## src/common/ibc_pkg.sv

```systemverilog
// Package: register map, field positions and types of the bus control block
package ibc_pkg;

	// ------------------------------------------------------------
	// Register map (APB byte addresses)
	// ------------------------------------------------------------
	localparam logic [7:0]  BUS_CONTROL_ADDR = 8'h00;
	localparam logic [7:0]  BUS_STATUS_ADDR  = 8'h04;
	localparam logic [7:0]  OWN_ADDR_ADDR    = 8'h08;

	// ------------------------------------------------------------
	// Field positions of bus_control
	// ------------------------------------------------------------
	localparam int MODULE_ON_BIT    = 15;
	localparam int HALT_IDLE_BIT    = 13;
	localparam int CLK_RELEASE_BIT  = 12;
	localparam int PMI_ON_BIT       = 11;
	localparam int WIDE_ADDR_BIT    = 10;
	localparam int EDGE_RATE_BIT    = 9;
	localparam int ALT_THRESH_BIT   = 8;
	localparam int BROADCAST_BIT    = 7;
	localparam int STRETCH_BIT      = 6;
	localparam int ACK_VALUE_BIT    = 5;

	// Writable bits; bit 14 is unimplemented, low hardware-cleared go bits
	localparam logic [15:0] CONTROL_WMASK  = 16'hbfe0;
	localparam logic [15:0] CONTROL_RESET  = 16'h1000;
	localparam logic [6:0]  OWN_ADDR_RESET = 7'h00;
	localparam logic [7:0]  BROADCAST_ADDR = 8'h00;
	localparam logic [3:0]  BITS_PER_BYTE  = 4'h8;

	// Slave receive sequencing
	typedef enum {
		IBC_IDLE,
		IBC_ADDR,
		IBC_ADDR_ACK,
		IBC_DATA,
		IBC_DATA_ACK
	} ibc_state_type;

	// Open-drain pin carrier: drive low enables out, one per line
	typedef struct packed {
		logic sclOe;
		logic sdaOe;
	} ibc_pin_drive_type;

endpackage

```

## src/logic/ibc_bus_control.sv

```systemverilog
// Bus control register and slave clock-stretch logic of a two-wire controller
//
// Chosen here: register access over APB and the address map.
`timescale 1ns/1ps
//
// How it works
// - Slave writing release bit lets clock go
// - Release bit zero holds clock low while addressed as slave
// - With stretch allowed, writes start/end stretch
// - Broadcast enable raises flag on general call
module ibc_bus_control (
	input  wire logic                      clk,
	input  wire logic                      reset_n,
	input  wire logic                      psel,
	input  wire logic                      penable,
	input  wire logic                      pwrite,
	input  wire logic [7:0]                paddr,
	input  wire logic [31:0]               pwdata,
	output logic      [31:0]               prdata,
	output logic                           pready,
	output logic                           pslverr,
	input  wire logic                      sclIn,
	input  wire logic                      sdaIn,
	output ibc_pkg::ibc_pin_drive_type     pinDrive,
	output logic                           pinsOwned,
	output logic                           broadcastIrq
);
	import ibc_pkg::*;

	// ------------------------------------------------------------
	// Pin synchronisers
	// ------------------------------------------------------------
	logic [1:0] sclSync_reg;
	logic [1:0] sdaSync_reg;
	logic       sclLast_reg;
	logic       sdaLast_reg;
	logic [1:0] sclSync_next;
	logic [1:0] sdaSync_next;

	// Two flops before anything looks at the bus lines
	always_comb begin
		sclSync_next = {sclSync_reg[0], sclIn};
		sdaSync_next = {sdaSync_reg[0], sdaIn};
	end

	always_ff @(posedge clk) begin
		if (!reset_n) begin
			sclSync_reg <= 2'h3;
			sdaSync_reg <= 2'h3;
			sclLast_reg <= 1'b1;
			sdaLast_reg <= 1'b1;
		end else begin
			sclSync_reg <= sclSync_next;
			sdaSync_reg <= sdaSync_next;
			sclLast_reg <= sclSync_reg[1];
			sdaLast_reg <= sdaSync_reg[1];
		end
	end

	logic scl;
	logic sclRise;
	logic sclFall;
	logic startSeen;
	logic stopSeen;
	assign scl       = sclSync_reg[1];
	assign sclRise   = scl & ~sclLast_reg;
	assign sclFall   = ~scl & sclLast_reg;
	assign startSeen = scl & sclLast_reg & sdaLast_reg & ~sdaSync_reg[1];
	assign stopSeen  = scl & sclLast_reg & ~sdaLast_reg & sdaSync_reg[1];

	// ------------------------------------------------------------
	// APB register file
	// ------------------------------------------------------------
	logic [15:0] control_reg;
	logic [15:0] control_next;
	logic [6:0]  ownAddr_reg;
	logic [6:0]  ownAddr_next;
	logic        broadcastHit_reg;
	logic        broadcastHit_next;
	logic [31:0] prdata_reg;
	logic [31:0] prdata_next;
	logic        pready_reg;
	logic        pready_next;
	logic        pslverr_reg;
	logic        pslverr_next;

	logic apbAccess;
	logic apbWrite;
	logic hwRelease;
	logic hwStretch;
	logic gcEvent;
	logic inSlave;
	assign apbAccess = psel & penable & ~pready_reg;
	assign apbWrite  = apbAccess & pwrite;

	// Decoder shared by read and write paths
	function automatic logic addrKnown(input logic [7:0] a);
		addrKnown = (a == BUS_CONTROL_ADDR) || (a == BUS_STATUS_ADDR) ||
			(a == OWN_ADDR_ADDR);
	endfunction

	// One wait state: answer in the cycle after penable rises
	always_comb begin
		control_next      = control_reg;
		ownAddr_next      = ownAddr_reg;
		broadcastHit_next = broadcastHit_reg;
		prdata_next       = prdata_reg;
		pready_next       = apbAccess;
		pslverr_next      = apbAccess & ~addrKnown(paddr);
		if (apbWrite && paddr == BUS_CONTROL_ADDR) begin
			control_next = (control_reg & ~CONTROL_WMASK) |
				(pwdata[15:0] & CONTROL_WMASK);
			// Release bit only settable by software without stretch allow
			if (!control_reg[STRETCH_BIT] && !pwdata[CLK_RELEASE_BIT])
				control_next[CLK_RELEASE_BIT] = control_reg[CLK_RELEASE_BIT];
		end
		if (apbWrite && paddr == OWN_ADDR_ADDR)
			ownAddr_next = pwdata[6:0];
		// Write of one to the flag clears it
		if (apbWrite && paddr == BUS_STATUS_ADDR && pwdata[0])
			broadcastHit_next = 1'b0;
		// Hardware stretch/release after the software write: hardware wins
		if (hwStretch)
			control_next[CLK_RELEASE_BIT] = 1'b0;
		if (hwRelease)
			control_next[CLK_RELEASE_BIT] = 1'b1;
		// Set wins over clear in the same cycle
		if (gcEvent)
			broadcastHit_next = 1'b1;
		if (apbAccess && !pwrite) begin
			case (paddr)
				BUS_CONTROL_ADDR: prdata_next = {16'h0000, control_reg};
				BUS_STATUS_ADDR:  prdata_next = {29'h0, inSlave, scl,
					broadcastHit_reg};
				OWN_ADDR_ADDR:    prdata_next = {25'h0, ownAddr_reg};
				default:          prdata_next = 32'h0000_0000;
			endcase
		end
	end

	always_ff @(posedge clk) begin
		if (!reset_n) begin
			control_reg      <= CONTROL_RESET;
			ownAddr_reg      <= OWN_ADDR_RESET;
			broadcastHit_reg <= 1'b0;
			prdata_reg       <= 32'h0000_0000;
			pready_reg       <= 1'b0;
			pslverr_reg      <= 1'b0;
		end else begin
			control_reg      <= control_next;
			ownAddr_reg      <= ownAddr_next;
			broadcastHit_reg <= broadcastHit_next;
			prdata_reg       <= prdata_next;
			pready_reg       <= pready_next;
			pslverr_reg      <= pslverr_next;
		end
	end

	// ------------------------------------------------------------
	// Slave receive sequencer
	// ------------------------------------------------------------
	ibc_state_type state_reg;
	ibc_state_type state_next;
	logic [7:0]    rxShift_reg;
	logic [7:0]    rxShift_next;
	logic [3:0]    bitCount_reg;
	logic [3:0]    bitCount_next;
	logic          ackLow_reg;
	logic          ackLow_next;

	logic moduleOn;
	assign moduleOn = control_reg[MODULE_ON_BIT];
	assign inSlave  = (state_reg != IBC_IDLE) && (state_reg != IBC_ADDR);

	// Addressed byte done: stretch on the falling edge after the ack slot
	always_comb begin
		state_next    = state_reg;
		rxShift_next  = rxShift_reg;
		bitCount_next = bitCount_reg;
		ackLow_next   = ackLow_reg;
		hwStretch     = 1'b0;
		hwRelease     = 1'b0;
		gcEvent       = 1'b0;
		if (!moduleOn || stopSeen) begin
			state_next  = IBC_IDLE;
			ackLow_next = 1'b0;
			hwRelease   = ~control_reg[CLK_RELEASE_BIT];
		end else if (startSeen) begin
			state_next    = IBC_ADDR;
			bitCount_next = 4'h0;
			ackLow_next   = 1'b0;
		end else begin
			case (state_reg)
				IBC_ADDR, IBC_DATA: begin
					if (sclRise) begin
						rxShift_next  = {rxShift_reg[6:0], sdaSync_reg[1]};
						bitCount_next = bitCount_reg + 4'h1;
					end
					if (sclFall && bitCount_reg == BITS_PER_BYTE) begin
						bitCount_next = 4'h0;
						if (state_reg == IBC_DATA) begin
							ackLow_next = 1'b1;
							state_next  = IBC_DATA_ACK;
						end else if (rxShift_reg == BROADCAST_ADDR &&
							control_reg[BROADCAST_BIT]) begin
							gcEvent     = 1'b1;
							ackLow_next = 1'b1;
							state_next  = IBC_ADDR_ACK;
						end else if (rxShift_reg[7:1] == ownAddr_reg) begin
							ackLow_next = 1'b1;
							state_next  = IBC_ADDR_ACK;
						end else begin
							state_next = IBC_IDLE;
						end
					end
				end
				IBC_ADDR_ACK, IBC_DATA_ACK: begin
					if (sclFall) begin
						ackLow_next = 1'b0;
						state_next  = IBC_DATA;
						hwStretch   = control_reg[STRETCH_BIT];
					end
				end
				default: state_next = IBC_IDLE;
			endcase
		end
	end

	always_ff @(posedge clk) begin
		if (!reset_n) begin
			state_reg    <= IBC_IDLE;
			rxShift_reg  <= 8'h00;
			bitCount_reg <= 4'h0;
			ackLow_reg   <= 1'b0;
		end else begin
			state_reg    <= state_next;
			rxShift_reg  <= rxShift_next;
			bitCount_reg <= bitCount_next;
			ackLow_reg   <= ackLow_next;
		end
	end

	// ------------------------------------------------------------
	// Pin drive, all outputs registered
	// ------------------------------------------------------------
	ibc_pin_drive_type pinDrive_reg;
	ibc_pin_drive_type pinDrive_next;
	logic              pinsOwned_reg;
	logic              irq_reg;

	// Clock held low only while release is zero as a slave
	always_comb begin
		pinDrive_next.sclOe = moduleOn & inSlave &
			~control_next[CLK_RELEASE_BIT];
		pinDrive_next.sdaOe = moduleOn & ackLow_next;
	end

	always_ff @(posedge clk) begin
		if (!reset_n) begin
			pinDrive_reg  <= '0;
			pinsOwned_reg <= 1'b0;
			irq_reg       <= 1'b0;
		end else begin
			pinDrive_reg  <= pinDrive_next;
			pinsOwned_reg <= moduleOn;
			irq_reg       <= broadcastHit_next;
		end
	end

	assign pinDrive     = pinDrive_reg;
	assign pinsOwned    = pinsOwned_reg;
	assign broadcastIrq = irq_reg;
	assign prdata       = prdata_reg;
	assign pready       = pready_reg;
	assign pslverr      = pslverr_reg;

	// ------------------------------------------------------------
	// Assertions
	// ------------------------------------------------------------
	property p_release_frees_clock;
		@(posedge clk) disable iff (!reset_n)
		control_reg[CLK_RELEASE_BIT] |-> !pinDrive.sclOe;
	endproperty
	a_release_frees_clock: assert property (p_release_frees_clock)
		else $error("Clock driven low while released");

	property p_stretch_holds;
		@(posedge clk) disable iff (!reset_n)
		hwStretch && moduleOn |=> pinDrive.sclOe;
	endproperty
	a_stretch_holds: assert property (p_stretch_holds)
		else $error("Stretch did not hold clock low");

	property p_soft_stretch;
		@(posedge clk) disable iff (!reset_n)
		apbWrite && paddr == BUS_CONTROL_ADDR && control_reg[STRETCH_BIT]
			&& !hwRelease && !hwStretch
		|=> control_reg[CLK_RELEASE_BIT] == $past(pwdata[CLK_RELEASE_BIT]);
	endproperty
	a_soft_stretch: assert property (p_soft_stretch)
		else $error("Release bit not written under stretch allow");

	property p_gc_flag;
		@(posedge clk) disable iff (!reset_n)
		gcEvent |=> broadcastHit_reg ##1 broadcastIrq;
	endproperty
	a_gc_flag: assert property (p_gc_flag)
		else $error("General call not flagged");

	property p_gc_off;
		@(posedge clk) disable iff (!reset_n)
		!control_reg[BROADCAST_BIT] |-> !gcEvent;
	endproperty
	a_gc_off: assert property (p_gc_off)
		else $error("General call seen while disabled");

	property p_disabled_pins;
		@(posedge clk) disable iff (!reset_n)
		!moduleOn |=> !pinDrive.sclOe && !pinDrive.sdaOe && !pinsOwned;
	endproperty
	a_disabled_pins: assert property (p_disabled_pins)
		else $error("Pins driven while module off");

	property p_apb_answer;
		@(posedge clk) disable iff (!reset_n)
		psel && penable && !pready |=> pready ##1 !pready;
	endproperty
	a_apb_answer: assert property (p_apb_answer)
		else $error("APB answer not one cycle");

	property p_owned_follows;
		@(posedge clk) disable iff (!reset_n)
		$rose(moduleOn) |=> pinsOwned;
	endproperty
	a_owned_follows: assert property (p_owned_follows)
		else $error("Pins not taken on enable");

endmodule

```

## config.mk

```make
export PLATFORM = sky130hd
export DESIGN_NAME = ibc_bus_control
export DESIGN_NICKNAME = d
export VERILOG_FILES = /design/src/common/ibc_pkg.sv /design/src/logic/ibc_bus_control.sv
export SDC_FILE = /design/constraint.sdc
export NUM_CORES = 1
export LEC_CHECK = 0
export BUFFER_PORTS_ARGS = -buffer_cell sky130_fd_sc_hd__buf_4
export CAP_MARGIN = 20
export CELL_PAD_IN_SITES_DETAIL_PLACEMENT = 0
export CELL_PAD_IN_SITES_GLOBAL_PLACEMENT = 1
export CORE_MARGIN = 1.5
export CORE_UTILIZATION = 41
export DETAILED_ROUTE_END_ITERATION = 7
export PLACE_DENSITY = 0.83
export SLEW_MARGIN = 20
export SYNTH_ARGS = -nofsm -noshare
export SYNTH_HDL_FRONTEND = slang
export SYNTH_SLANG_ARGS = --single-unit
```

## constraint.sdc

```tcl
create_clock -name clk -period 5.2 [get_ports clk]
set_input_delay 1.04 -clock clk [delete_from_list [all_inputs] [get_ports clk]]
set_output_delay 1.04 -clock clk [all_outputs]
set_load 0.005 [all_outputs]
```

# Word level (Yosys, flattened, before mapping)
# Cells that the tools add are included.
# word_totals
reg_bits	112
out_inout_bits	38
# classes
add_sub_neg	1
eq_ne	14
mux	37
bitwise_logic	26
n_reduce_logical	30
# ops
op	count
$eq 32x2->1 const B	2
$eq 32x3->1 const B	2
$mux 32	2
$pmux 32 s2	1
$pmux 16 s3	1
$eq 32x1->1 const B	1
$ne 32x2->1 const B	1
$reduce_bool 32->1	1
$mux 1	24
$logic_not 8->1	2
$mux 4	4
$or 15x16->16	1
$and 1x1->1	14
$mux 13	1
$not 1->1	11
$logic_and 1x1->1	9
$eq 8x3->1 const B	1
$eq 8x4->1 const B	1
$eq 7x7->1	1
$ne 3x3->1 const B	2
$reduce_or 2->1	3
$add 4x1->4 const B	1
$eq 4x4->1 const B	1
$logic_not 1->1	4
other kinds (11)	17

# Depth between registers and ports, before layout
# depth
depth_word	10
depth_mapped	7
depth_no_buf	7

# Least setup slack after synthesis
# OpenSTA, ideal clock, no wires.
# synth_timing
path_type	input-to-reg
from	input paddr[5]
to	register pinDrive_reg, in the netlist pinDrive[1]
setup_time_ns	0.116
t_arrival_ns	2.304
setup_slack_ns	2.779
cell_stages	5
cell_sequence	nor4_4 -> nand2_2 -> nor4_4 -> a311oi_2 -> o211a_1
# synth_via
elab_chain_len	7
# synth_lines
item	line_no	source
start: declaration	ibc_bus_control.sv:17	input wire logic [7:0] paddr,
$logic_not 8->1	ibc_bus_control.sv:110	if (apbWrite && paddr == BUS_CONTROL_ADDR) begin
$logic_and 1x1->1	ibc_bus_control.sv:110	
$mux 13	ibc_bus_control.sv:110	
$mux 1	ibc_bus_control.sv:123	if (hwStretch)
$mux 1	ibc_bus_control.sv:125	if (hwRelease)
$not 1->1	ibc_bus_control.sv:254	~control_next[CLK_RELEASE_BIT];
$and 1x1->1	ibc_bus_control.sv:253	pinDrive_next.sclOe = moduleOn & inSlave &
end signal: assignment	ibc_bus_control.sv:264	pinDrive_reg <= pinDrive_next;
end: declaration	ibc_bus_control.sv:246	ibc_pin_drive_type pinDrive_reg;
# Every way passes these cells.
# A chain may end at the register's enable or synchronous reset.

# Worst setup path in the final report
# Same ends and word-level chain as after synthesis.

==> impl_metrics.toml <==
[finish]
fillCellCount = 626
syn_to_final_growth_pct = 19.88
largest_reg_flops = 16
postLayoutCellArea_sq_um = 3342
drive_gt1_share_pct = 21.69
n_antenna_cell = 0
nets = 399

[critical_path]
crit_required_ns = 5.43
crit_path_end_kind = "flip-flop"
path_class = "in -> reg"
start_kind = "input port"
path_max_fanout = 10
r2r_cells = 5
critPathArrivalTime_ns = 2.75

[timing]
worst_pin_slew_ns = 0.8147
finalCritPeriodShare_pct = 48.36
slew_headroom_pct = 45.69
hold_viol = 0
slew_violations = 0
tns_ns = 0
rsz0062_at_grt = "no"
clock.fmax_ghz = 0.3976
post-route-min-period_ns = 2.515
skew_ns = 0.007744
final-setup-viol-count = 0
timing.final.ws_setup_ns = 2.685

[global_route]
grt-ovfl-total = 0
antenna_found_initial = 0
grt_max_degree = 55
grt_pass1_wl_microns = 9825
grt.total_usage_pct = 17.17
grt_pass1_vias = 2088

[route]
drt-vias-per-instance = 4.975
routedWlPerCell_microns = 13.58
firstDrtPassIters = 6
wirelength_microns = 5867
drt_iter0_drc = 99
drc_errors = 3
vias = 2149
antenna_left = 0

[power_and_ir_drop]
swShare_pct = 21.94
power_uw = 928.6
clkPwrFrac_pct = 44.1
p_comb_share_pct = 5.1
p_leak_nw = 1.410
max-vdd-ir-drop_uv = 148.3
p_seq_share_pct = 50.8
p_sw_uw = 203.8
p_int_uw = 724.9
p_per_area_nw_per_um2 = 277.9

[placed_design]
gp_congestion = 0.8452
port_buffers = 51
dpl-instance-area_sq_um = 3151
hpwl_microns = 4125
pre_cts_slack_ns = 2.296

[floorplan]
start_util_pct = 43.16
dieArea_sq_um = 7303
coreArea_sq_um = 6459
ios = 85
rows = 29
die_h_microns = 85.46
die_w_microns = 85.46

[synthesis]
yosysSeqAreaShare_pct = 43.81
synthesis.area_sq_um = 2788
yosysWarnings = 0
synth_area_leaders = "dfxtp_1, nor2b_1, nand2_1, mux2i_1, buf_4"
synth_cell_type_count = 43
ys_ff_latch = 61
synth_top_area_share_pct = 43.81
postSynthCellCount = 300
synth.largest_area_cell = "dfxtp_1"
avgSynthCellArea_sq_um = 9.292
synth_edf_count = 0
postSynth.asyncResetShare_pct = 0
synth_flop_cell = "dfxtp_1"

[clocking]
cts-root-buf = "clkbuf_8"
hold_buffers = 0
postCtsSetupBuffers = 0
clk_path_buf_depth = 2
cts_resized = 0
clk_pin_slew_ns = 0.07
cts.sinks = 61
cts_buffers = 9
htreeDepth = 3
clkLatencyLatePin_ns = 0.34
cts_tree = "built"

[hold_path]
holdPathStages = 1
worstHoldPathType = "reg -> reg"

[outcome]
status = "finished, violations left"
violations = "DRC"

[run]
maxCapViolations = 0
-- cell usage after synthesis, types with 5 or more instances --
master    count
o21ai_0       5
inv_1         6
nor2_1       11
mux2i_1      15
a21oi_1       8
clkbuf_1      7
xnor2_1       5
buf_4        16
nand2b_1      7
dfxtp_1      61
a31oi_1       6
nor2b_1      32
nand2_1      43
nand3_1       7
a21boi_1      9
a22oi_1      13
-- cells in the final DEF, fill, tap and decap left out, types with 6 or more instances in the layout --
cell type	Yosys	layout
nor2_1	11	11
dfxtp_1	61	61
nand2_1	43	43
conb_1	1	16
a31oi_1	6	6
inv_1	6	6
a21boi_1	9	9
a22oi_1	13	13
buf_4	16	51
nor2b_1	32	32
a21oi_1	8	8
mux2i_1	15	15
clkbuf_8	0	10
nand2b_1	7	7
nand3_1	7	7
-- stage by stage --
step,hold slack [ns],std cells,utilization (%)
finish,0.4077,432,51.74
global route,0.4141,432,51.74
CTS,0.4107,432,51.74
detailed placement,0.3952,416,48.78
global placement,0.3939,416,48.78
floorplan,0.3863,315,-
-- worst max-delay path, cell delays in order --
cell and delay (ns):
buf_4 0.12, nor4_4 0.40, nand2_2 0.19, nor4_4 0.66, a311oi_2 0.20, o211a_1 0.14
-- layer usage --
metal	up-vias	wire length, microns	GRT usage [%]
met4	0	85	7.771
li1	1109	-	-
met2	57	2676	26.77
met5	-	0	0
met1	973	2828	22.17
met3	10	277	4.669
-- logic make-up after synthesis --
logic type	synth area share, %
AO/OA/AOI/OAI	13.51
XOR/XNOR	2.827
adder cells (fa/ha/maj)	0.8975
buffers and inverters	7.002
flip-flops	43.81
multiplexers	5.790
other	0.1345
AND/OR/NAND/NOR	26.03
-- power by group through the flow --
| stage | clock network (mW) | logic (mW) | registers [mW] |
|---|---|---|---|
| after floorplan | 0 | 0.0327 | 0.482 |
| after global placement | 0 | 0.0479 | 0.482 |
| after detailed placement | 0 | 0.0479 | 0.482 |
| after CTS | 0.419 | 0.0479 | 0.472 |
| after global routing | 0.437 | 0.0526 | 0.472 |
| final | 0.409 | 0.0477 | 0.471 |
-- final timing paths --
check	to	slack, ns	startpoint
worst min-delay path	sclSync_reg[1]$_SDFF_PN1_	0.41	sclSync_reg[0]$_SDFF_PN1_
worst min register to register	sclSync_reg[1]$_SDFF_PN1_	0.41	sclSync_reg[0]$_SDFF_PN1_
worst max-delay path	pinDrive[1]$_SDFF_PN0_	2.69	paddr[5]
worst max register to register	prdata[3]$_SDFFE_PN0P_	3.23	pready$_SDFF_PN0_
-- final cells by class --
cell class                 instances  area, sq um  area share, %
sequential                        61         1221          36.54
inverter                           6        22.52         0.6739
clock buffer                      11        141.4          4.231
tap                               77        96.34          2.883
clock inverter                     5        50.05          1.498
multi-input combinational        221         1428          42.72
timing repair buffer              51        382.9          11.46
Power figures use the tool's default switching activity.
